$ cat src/core/eecc_pkg.sv
// constants and types shared by the eeprom command controller
// ----------------------------------------------------------------------------
// ----------------------------------------------------------------------------
package eecc_pkg;
  // register byte addresses
  localparam logic [7:0] EECC_OFS_CMD = 8'hb0;
  localparam logic [7:0] EECC_OFS_DATA = 8'hb4;
  // command register fields
  localparam int EECC_BIT_BUSY = 31;
  localparam int EECC_POS_OP = 28;
  localparam int EECC_BIT_TMO = 9;
  localparam int EECC_BIT_LOADED = 8;
  localparam logic [7:0] EECC_ADDR_RST = 8'h00;
  localparam logic [7:0] EECC_DATA_RST = 8'h00;
  // signature byte at location 0 that marks a valid memory
  localparam logic [7:0] EECC_SIGNATURE = 8'ha5;
  // timing
  localparam int EECC_CLK_MHZ = 200;
  localparam int EECC_TMO_MS = 30;
  localparam int EECC_TMO_CYC = EECC_TMO_MS * EECC_CLK_MHZ * 1000;
  localparam int EECC_SK_HALF_NS = 100;
  localparam int EECC_SK_HALF_CYC = (EECC_SK_HALF_NS * EECC_CLK_MHZ + 999) / 1000;
  // cycles before the synchronised line reflects the level after chip select rose
  localparam int EECC_SYNC_LAT = 4;
  // frame lengths in serial bits
  localparam int EECC_FRAME_HDR = 11;
  localparam int EECC_FRAME_DATA = 19;
  // commands in the op field
  typedef enum logic [2:0] {
    EECC_OP_READ = 3'h0,
    EECC_OP_EWDS = 3'h1,
    EECC_OP_ERASE_WRITE_ENABLE_CMD = 3'h2,
    EECC_OP_WRITE = 3'h3,
    EECC_OP_WRITE_ALL_CMD = 3'h4,
    EECC_OP_ERASE = 3'h5,
    EECC_OP_ERASE_ALL_CMD = 3'h6,
    EECC_OP_RELOAD = 3'h7
  } eecc_op_t;
  typedef enum logic [2:0] {
    EECC_ST_IDLE,
    EECC_ST_SHIFT,
    EECC_ST_GAP,
    EECC_ST_WAIT,
    EECC_ST_DONE
  } eecc_state_t;
endpackage

$ cat src/core/eecc_sync.sv
// three-stage input synchroniser that passes a change once the last two stages agree
`timescale 1ns/1ps
`default_nettype none
module eecc_sync #(
  parameter logic RESET_VAL = 1'b0
) (
  input wire logic pclk,
  input wire logic presetn,
  input wire logic ce,
  input wire logic async_in,
  output logic sync_out
);
  logic [2:0] stage;
  logic [2:0] next_stage;
  logic next_out;
  // ----------------------------------------------------------------------------
  // shift chain
  // ----------------------------------------------------------------------------
  always_comb
  begin
    next_stage = {stage[1:0], async_in};
    next_out = (stage[1] == stage[2]) ? stage[2] : sync_out; // first stage feeds stage 1 only
  end
  // registers
  always_ff @(posedge pclk or negedge presetn)
  begin
    if (!presetn)
    begin
      stage <= {3{RESET_VAL}};
      sync_out <= RESET_VAL;
    end
    else if (ce)
    begin
      stage <= next_stage;
      sync_out <= next_out;
    end
  end
endmodule
`default_nettype wire

$ cat src/core/eecc_top.sv
// eeprom command controller with apb registers and serial memory port
//
// The APB register port is this design's own decision.
`timescale 1ns/1ps
`default_nettype none
module eecc_top
  import eecc_pkg::*;
#(
  parameter int TMO_CYC = eecc_pkg::EECC_TMO_CYC
) (
  input wire logic pclk,
  input wire logic presetn,
  input wire logic ce,
  input wire logic psel,
  input wire logic penable,
  input wire logic pwrite,
  input wire logic [7:0] paddr,
  input wire logic [31:0] pwdata,
  output logic [31:0] prdata,
  output logic pready,
  output logic pslverr,
  output logic mem_cs,
  output logic mem_sk,
  output logic mem_di_out,
  input wire logic serial_mem_data_line_in,
  output logic serial_mem_data_line_out,
  output logic serial_mem_data_line_oe
);
  import eecc_pkg::*;

  // refuse a time-out that the 23-bit counter or the ready blanking cannot serve
  if (TMO_CYC <= EECC_SYNC_LAT || TMO_CYC > 8388607)
  begin
    $error("TMO_CYC out of range");
  end

  logic line_s;
  eecc_state_t state, next_state;
  eecc_op_t op, next_op;
  logic busy, next_busy, tmo, next_tmo, loaded, next_loaded, boot, next_boot;
  logic [7:0] addr, next_addr, data, next_data, rsh, next_rsh;
  logic [18:0] tsh, next_tsh;
  logic [4:0] bitn, next_bitn, nbits;
  logic [7:0] div, next_div;
  logic [22:0] tcnt, next_tcnt;
  logic sk, next_sk, cs, next_cs;
  logic [31:0] next_prdata;
  logic next_slverr, tick, setup, wr_cmd, wr_data, start;
  logic [1:0] opc;
  logic [7:0] fa;
  eecc_op_t cmd_op;

  // ----------------------------------------------------------------------------
  // input synchroniser for the data line
  // ----------------------------------------------------------------------------
  eecc_sync #(.RESET_VAL(1'b0)) u_sync (
    .pclk(pclk),
    .presetn(presetn),
    .ce(ce),
    .async_in(serial_mem_data_line_in),
    .sync_out(line_s)
  );

  // ----------------------------------------------------------------------------
  // apb decode, zero wait states
  // ----------------------------------------------------------------------------
  assign pready = 1'b1;
  assign setup = psel && !penable;
  assign wr_cmd = setup && pwrite && paddr == EECC_OFS_CMD;
  assign wr_data = setup && pwrite && paddr == EECC_OFS_DATA && !busy;
  assign start = wr_cmd && !busy && pwdata[EECC_BIT_BUSY];
  assign tick = div == 8'(EECC_SK_HALF_CYC - 1);
  // command taken at start: the power-up reload wins over a host command
  assign cmd_op = boot ? EECC_OP_RELOAD : eecc_op_t'(pwdata[EECC_POS_OP +: 3]);

  // opcode and address bits of the serial frame
  always_comb
  begin
    opc = 2'b00;
    fa = (wr_cmd && !busy) ? pwdata[7:0] : addr;
    case (cmd_op)
      EECC_OP_READ, EECC_OP_RELOAD: opc = 2'b10;
      EECC_OP_WRITE: opc = 2'b01;
      EECC_OP_ERASE: opc = 2'b11;
      EECC_OP_ERASE_WRITE_ENABLE_CMD: fa = 8'hc0;
      EECC_OP_EWDS: fa = 8'h00;
      EECC_OP_WRITE_ALL_CMD: fa = 8'h40;
      EECC_OP_ERASE_ALL_CMD: fa = 8'h80;
      default: opc = 2'b10;
    endcase
    if (cmd_op == EECC_OP_RELOAD) fa = 8'h00;
  end

  assign nbits = (op == EECC_OP_READ || op == EECC_OP_RELOAD || op == EECC_OP_WRITE ||
                  op == EECC_OP_WRITE_ALL_CMD) ? 5'(EECC_FRAME_DATA) : 5'(EECC_FRAME_HDR);

  // ----------------------------------------------------------------------------
  // command sequencer next state
  // ----------------------------------------------------------------------------
  always_comb
  begin
    next_state = state;
    next_op = op;
    next_busy = busy;
    next_tmo = tmo;
    next_loaded = loaded;
    next_boot = boot;
    next_addr = addr;
    next_data = data;
    next_rsh = rsh;
    next_tsh = tsh;
    next_bitn = bitn;
    next_div = (state == EECC_ST_IDLE || tick) ? 8'h00 : div + 8'h01;
    next_tcnt = tcnt;
    next_sk = sk;
    next_cs = cs;
    if (wr_cmd && !busy) next_addr = pwdata[7:0];
    if (wr_data) next_data = pwdata[7:0];
    case (state)
      EECC_ST_IDLE:
      begin
        if (start || boot)
        begin
          next_op = cmd_op;
          next_boot = 1'b0;
          next_busy = 1'b1;
          next_tmo = 1'b0;
          next_cs = 1'b1;
          next_bitn = 5'h00;
          next_tsh = {1'b1, opc, fa, next_data};
          next_state = EECC_ST_SHIFT;
        end
      end
      EECC_ST_SHIFT:
      begin
        if (tick && !sk)
        begin
          next_sk = 1'b1;
          if (bitn >= 5'(EECC_FRAME_HDR)) next_rsh = {rsh[6:0], line_s};
        end
        else if (tick)
        begin
          next_sk = 1'b0;
          next_tsh = {tsh[17:0], 1'b0};
          next_bitn = bitn + 5'h01;
          if (bitn + 5'h01 == nbits) next_state = EECC_ST_GAP;
        end
      end
      EECC_ST_GAP:
      begin
        // drop chip select one half period before checking ready
        next_cs = 1'b0;
        next_tcnt = 23'h0;
        if (tick)
        begin
          if (op == EECC_OP_WRITE || op == EECC_OP_WRITE_ALL_CMD || op == EECC_OP_ERASE ||
              op == EECC_OP_ERASE_ALL_CMD)
          begin
            next_cs = 1'b1;
            next_state = EECC_ST_WAIT;
          end
          else
          begin
            next_state = EECC_ST_DONE;
          end
        end
      end
      EECC_ST_WAIT:
      begin
        next_tcnt = tcnt + 23'h1;
        // the synchroniser still holds the idle pull level for a few cycles
        if (line_s && tcnt >= 23'(EECC_SYNC_LAT))
        begin
          next_cs = 1'b0;
          next_state = EECC_ST_DONE;
        end
        else if (tcnt == 23'(TMO_CYC - 1))
        begin
          next_cs = 1'b0;
          next_tmo = 1'b1;
          next_state = EECC_ST_IDLE;
          next_busy = 1'b0;
        end
      end
      EECC_ST_DONE:
      begin
        if (op == EECC_OP_READ) next_data = rsh;
        if (op == EECC_OP_RELOAD) next_loaded = rsh == EECC_SIGNATURE;
        next_busy = 1'b0;
        next_state = EECC_ST_IDLE;
      end
      default: next_state = EECC_ST_IDLE;
    endcase
  end

  // read mux and error answer, captured in the setup phase
  always_comb
  begin
    next_prdata = 32'h0;
    next_slverr = 1'b0;
    if (paddr == EECC_OFS_CMD)
    begin
      next_prdata[EECC_BIT_BUSY] = busy;
      next_prdata[EECC_POS_OP +: 3] = op;
      next_prdata[EECC_BIT_TMO] = tmo;
      next_prdata[EECC_BIT_LOADED] = loaded;
      next_prdata[7:0] = addr;
    end
    else if (paddr == EECC_OFS_DATA) next_prdata[7:0] = data;
    else next_slverr = 1'b1;
  end

  // ----------------------------------------------------------------------------
  // registers
  // ----------------------------------------------------------------------------
  always_ff @(posedge pclk or negedge presetn)
  begin
    if (!presetn)
    begin
      state <= EECC_ST_IDLE;
      op <= EECC_OP_READ;
      busy <= 1'b0;
      tmo <= 1'b0;
      loaded <= 1'b0;
      boot <= 1'b1;
      addr <= EECC_ADDR_RST;
      data <= EECC_DATA_RST;
      rsh <= 8'h00;
      tsh <= 19'h0;
      bitn <= 5'h00;
      div <= 8'h00;
      tcnt <= 23'h0;
      sk <= 1'b0;
      cs <= 1'b0;
      prdata <= 32'h0;
      pslverr <= 1'b0;
    end
    else if (ce)
    begin
      state <= next_state;
      op <= next_op;
      busy <= next_busy;
      tmo <= next_tmo;
      loaded <= next_loaded;
      boot <= next_boot;
      addr <= next_addr;
      data <= next_data;
      rsh <= next_rsh;
      tsh <= next_tsh;
      bitn <= next_bitn;
      div <= next_div;
      tcnt <= next_tcnt;
      sk <= next_sk;
      cs <= next_cs;
      if (setup) prdata <= next_prdata;
      if (setup) pslverr <= next_slverr;
    end
  end

  // serial pins
  assign mem_cs = cs;
  assign mem_sk = sk;
  assign mem_di_out = tsh[18];
  assign serial_mem_data_line_out = tsh[18];
  assign serial_mem_data_line_oe = state == EECC_ST_SHIFT && bitn < 5'(EECC_FRAME_HDR);
endmodule
`default_nettype wire

$ cat config.mk
export PLATFORM = sky130hd
export DESIGN_NAME = eecc_top
export DESIGN_NICKNAME = d
export VERILOG_FILES = /design/src/core/eecc_pkg.sv /design/src/core/eecc_sync.sv /design/src/core/eecc_top.sv
export SDC_FILE = /design/constraint.sdc
export NUM_CORES = 1
export LEC_CHECK = 0
export BUFFER_PORTS_ARGS = -buffer_cell sky130_fd_sc_hd__buf_2
export CORE_ASPECT_RATIO = 2
export CORE_UTILIZATION = 57
export DETAILED_ROUTE_END_ITERATION = 6
export HOLD_SLACK_MARGIN = 0.06
export PLACE_DENSITY_LB_ADDON = 0.08
export SLEW_MARGIN = 15
export SYNTH_ARGS = -nofsm -noshare
export SYNTH_HDL_FRONTEND = slang
export SYNTH_SLANG_ARGS = --single-unit
export TNS_END_PERCENT = 1
$ cat constraint.sdc
create_clock -name pclk -period 2.5 [get_ports pclk]
set_input_delay 0.375 -clock pclk [delete_from_list [all_inputs] [get_ports pclk]]
set_output_delay 0.375 -clock pclk [all_outputs]
set_load 0.01 [all_outputs]
==> qor.log <==
INFO  clock_tree     postCtsSetupBuffers=0
INFO  global_routing initial_antenna_violation_count=0
INFO  cells_and_area fillCellCount=850
INFO  logic_synthesis syn_inst=608
INFO  sta            max_slew.worst_pin.slew=631ps
INFO  drt            dr.first_iter.drc_count=194
INFO  clock_tree     cts.clk_slew.worst_paths=80ps
INFO  drt            drcViolationCount=0
INFO  sta            maxSlewViolCount=0
INFO  logic_synthesis yosysSeqAreaShare=0.475
INFO  logic_synthesis synthesized_area_per_cell=9.54um^2
INFO  floorplanning  num_rows=51
INFO  drt            routed_wirelength=13300um
INFO  place          detailed_place_hpwl=9990um
INFO  sta            period_minus_slack=2320ps
INFO  floorplanning  die_y=145um
INFO  sta            post_route_skew=8.76ps
INFO  worst_setup_path arrival=2550ps
INFO  flow_run       timing.max_cap.violations=0
INFO  global_routing gr-usage-all-layers=0.274
INFO  clock_tree     htreeDepth=3
INFO  worst_hold_path min_path_type=input pin to flip-flop
INFO  floorplanning  core=9830um^2
INFO  floorplanning  ioPinCount=86
INFO  logic_synthesis synth.distinct_cells=57
INFO  sta            holdWs=260ps
INFO  drt            drt-vias-per-instance=5.66
INFO  cells_and_area most_common_cell_after_layout_fill_and_taps_aside=sky130_fd_sc_hd__dfrtp_1
INFO  floorplanning  die_area=10600um^2
INFO  worst_setup_path crit_path_start=div[3]
INFO  worst_setup_path cpPeakStageDelay=690ps
INFO  clock_tree     clk_path_buf_depth=2
INFO  global_routing grt_overflow=0
INFO  worst_setup_path crit_required=2720ps
INFO  sta            timing.final.hold_violations=0
INFO  worst_setup_path critical_path.slowest_cell=sky130_fd_sc_hd__or4b_2
INFO  logic_synthesis synth_top_area_cell=sky130_fd_sc_hd__dfrtp_1
INFO  cells_and_area layout.cells.most_common_list=sky130_fd_sc_hd__dfrtp_1 (109), sky130_fd_sc_hd__nor2_1 (68), sky130_fd_sc_hd__nand2_1 (65)
INFO  sta            final_min_period_over_clock_period=0.930
INFO  place          place.gp.congestion=0.861
INFO  drt            number_of_routed_nets_with_antenna_violations=0
INFO  clock_tree     tritoncts=yes
INFO  drt            via_count=4461
INFO  drt            drt_first_pass_iters=4
INFO  sta            final-setup-viol-count=0
INFO  cells_and_area inserted_diodes=0
INFO  power          pwr_density_cell=637nW/um^2
INFO  logic_synthesis synth-warning-count=0
INFO  cells_and_area number_of_nets_in_the_layout=703
INFO  power          total_leakage_power=3.03nW
INFO  sta            setup_repair_after_global_routing_missed_its_margin=no
INFO  sta            maxSlewHeadroom=0.578
INFO  place          port_buffers=46
INFO  logic_synthesis postSynth.topFlopCell=sky130_fd_sc_hd__dfrtp_1
INFO  sta            final.setup.tns=0ps
INFO  logic_synthesis synth.ff_latch_count=110
INFO  worst_setup_path crit_path_end_kind=flip-flop
INFO  drt            routedWlPerCell=16.9um
INFO  worst_setup_path critical_path.max_fanout=11
INFO  sta            max_clock_freq=430MHz
INFO  logic_synthesis synth.area.top_cells=sky130_fd_sc_hd__dfrtp_1 (47%), sky130_fd_sc_hd__mux2i_1 (4.8%), sky130_fd_sc_hd__mux2_2 (4.7%), sky130_fd_sc_hd__nor2_1 (4.4%), sky130_fd_sc_hd__nand2_1 (4.2%)
INFO  worst_setup_path worst_r2r_path_depth=6
INFO  logic_synthesis combined_area_of_all_synthesized_cells=5800um^2
INFO  worst_setup_path cells_along_the_critical_path=or4b_2 > o21ai_0 > o311ai_4 > buf_4 > nand2_1 > o21ai_0
INFO  power          report.power.total=4.16mW
INFO  clock_tree     cts.root.buffer_cell=sky130_fd_sc_hd__clkbuf_16
INFO  cells_and_area drive_above_1_share=0.184
INFO  clock_tree     clk_latency_worst_skew_pair=350ps
INFO  global_routing first_pass_grt_wire_length=21800um
INFO  clock_tree     cts_made_buffers=9
INFO  logic_synthesis synth_enable_flop_cells=0
INFO  global_routing grt_pass1_vias=4545
INFO  worst_setup_path timing.critical_path.from_type=flip-flop
INFO  global_routing grt_max_degree=43
INFO  worst_setup_path critical_path.most_common_cell=sky130_fd_sc_hd__o21ai_0
INFO  floorplanning  effective_utilization_at_floorplan=0.590
INFO  worst_hold_path hold_path_startpoint=serial_mem_data_line_in
INFO  worst_setup_path r2r_start=div[3]
INFO  worst_setup_path critPathKind=flip-flop to flip-flop
INFO  worst_hold_path worstHoldPathCells=2
INFO  cells_and_area area_delta_synth_final=12.6%
INFO  logic_synthesis postSynth.asyncResetShare=1.00
INFO  logic_synthesis synth_top_area_frac=0.470
INFO  floorplanning  die_width=73.3um
INFO  clock_tree     numClockSinks=110
INFO  status         run_status=complete, no violations
INFO  power          worst_ir_drop_vdd=577uV
## what timing repair did
action	4_1_cts	5_1_grt
hold buffers	1	0
hold endpoints to repair	39	0
resized for setup	0	0
## critical path: cells and delay by family, from the launching register on
kind	cells	cell delay, ps
buffers and inverters	1	260
AND/OR/NAND/NOR	2	770
AO/OA/AOI/OAI	3	730
flip-flops	1	430
## kinds of logic (layout without fill, tap and decap cells)
kind of cell | Yosys count | after routing | share of synthesized area
mux | 52 | 52 | 0.0949
flops | 110 | 110 | 0.475
other cells | 2 | 19 | 0.00129
compound gates | 119 | 119 | 0.124
buf+inv | 66 | 97 | 0.0576
xor+xnor | 35 | 35 | 0.0529
fa+ha+maj | 5 | 5 | 0.0108
simple gates | 219 | 219 | 0.184
## Yosys cell counts, types with 3 or more instances
library cell	number
sky130_fd_sc_hd__clkbuf_1	28
sky130_fd_sc_hd__inv_1	10
sky130_fd_sc_hd__o31ai_1	6
sky130_fd_sc_hd__o41ai_1	4
sky130_fd_sc_hd__a21o_1	3
sky130_fd_sc_hd__buf_1	4
sky130_fd_sc_hd__nor4_1	8
sky130_fd_sc_hd__dfrtp_1	109
sky130_fd_sc_hd__xor2_1	23
sky130_fd_sc_hd__and4_1	3
sky130_fd_sc_hd__buf_2	3
sky130_fd_sc_hd__nor3_1	9
sky130_fd_sc_hd__ha_1	5
sky130_fd_sc_hd__mux2_2	24
sky130_fd_sc_hd__a21oi_1	29
sky130_fd_sc_hd__nand3b_1	5
sky130_fd_sc_hd__and2_1	3
sky130_fd_sc_hd__nand3_1	18
sky130_fd_sc_hd__o21a_1	3
sky130_fd_sc_hd__nor2b_1	4
sky130_fd_sc_hd__buf_4	20
sky130_fd_sc_hd__nand2_1	65
sky130_fd_sc_hd__nand4_1	8
sky130_fd_sc_hd__o21ai_1	8
sky130_fd_sc_hd__mux2i_1	28
sky130_fd_sc_hd__o21ai_0	44
sky130_fd_sc_hd__xnor2_1	12
sky130_fd_sc_hd__nor2_1	68
sky130_fd_sc_hd__nand2b_1	5
sky130_fd_sc_hd__a22o_1	9
sky130_fd_sc_hd__and3_1	5
## worst paths after layout
path,slack (ps),endpoint
max reg2reg,180,tsh[4]
min reg2reg,480,prdata[1]
min,260,u_sync.stage[0]
max,180,tsh[4]
max in group asynchronous,1240,boot
min in group asynchronous,580,prdata[29]
## report_power, final
group | total [mW] | switching, mW | internal (mW)
logic | 0.542 | 0.297 | 0.245
clock network | 1.51 | 0.686 | 0.825
registers | 2.11 | 0.165 | 1.94
total | 4.16 | 1.15 | 3.01
## per-layer routing
layer	vias up	wire length, um	part of all wire	GRT usage
li1	2167	-	-	-
met1	2174	5100	0.38	0.298
met2	104	7450	0.56	0.510
met3	16	404	0.030	0.0388
met4	0	394	0.030	0.127
met5	-	0	0	0
## cell type report
cell class / count / area (um^2) / share of cell area
clock buffers: 10 / 239 / 0.0366
clock inverters: 6 / 76.3 / 0.0117
inverters: 10 / 37.5 / 0.00575
multi-input cells: 449 / 2810 / 0.430
flip-flops and latches: 110 / 2750 / 0.422
well taps: 132 / 165 / 0.0253
repair buffers: 71 / 448 / 0.0686
## through the flow
step | instance area [um^2] | setup slack (ps) | util | cells
after CTS | 6530 | 167 | 0.665 | 788
after floorplan | 5860 | 326 | - | 625
final | 6530 | 176 | 0.665 | 788
after global placement | 6200 | 23.4 | 0.631 | 771
after detailed placement | 6200 | 8.17 | 0.631 | 771
after global routing | 6530 | 42.6 | 0.665 | 788
## state kept, by name, indices dropped and copies added, names as in the netlist, 3 cells and up
signal        count
tsh              19
rsh               8
data              8
op                3
state             3
prdata           14
div               8
addr              8
tcnt             23
u_sync.stage      3
bitn              5
Note: power is estimated with default switching activity, not from simulation.
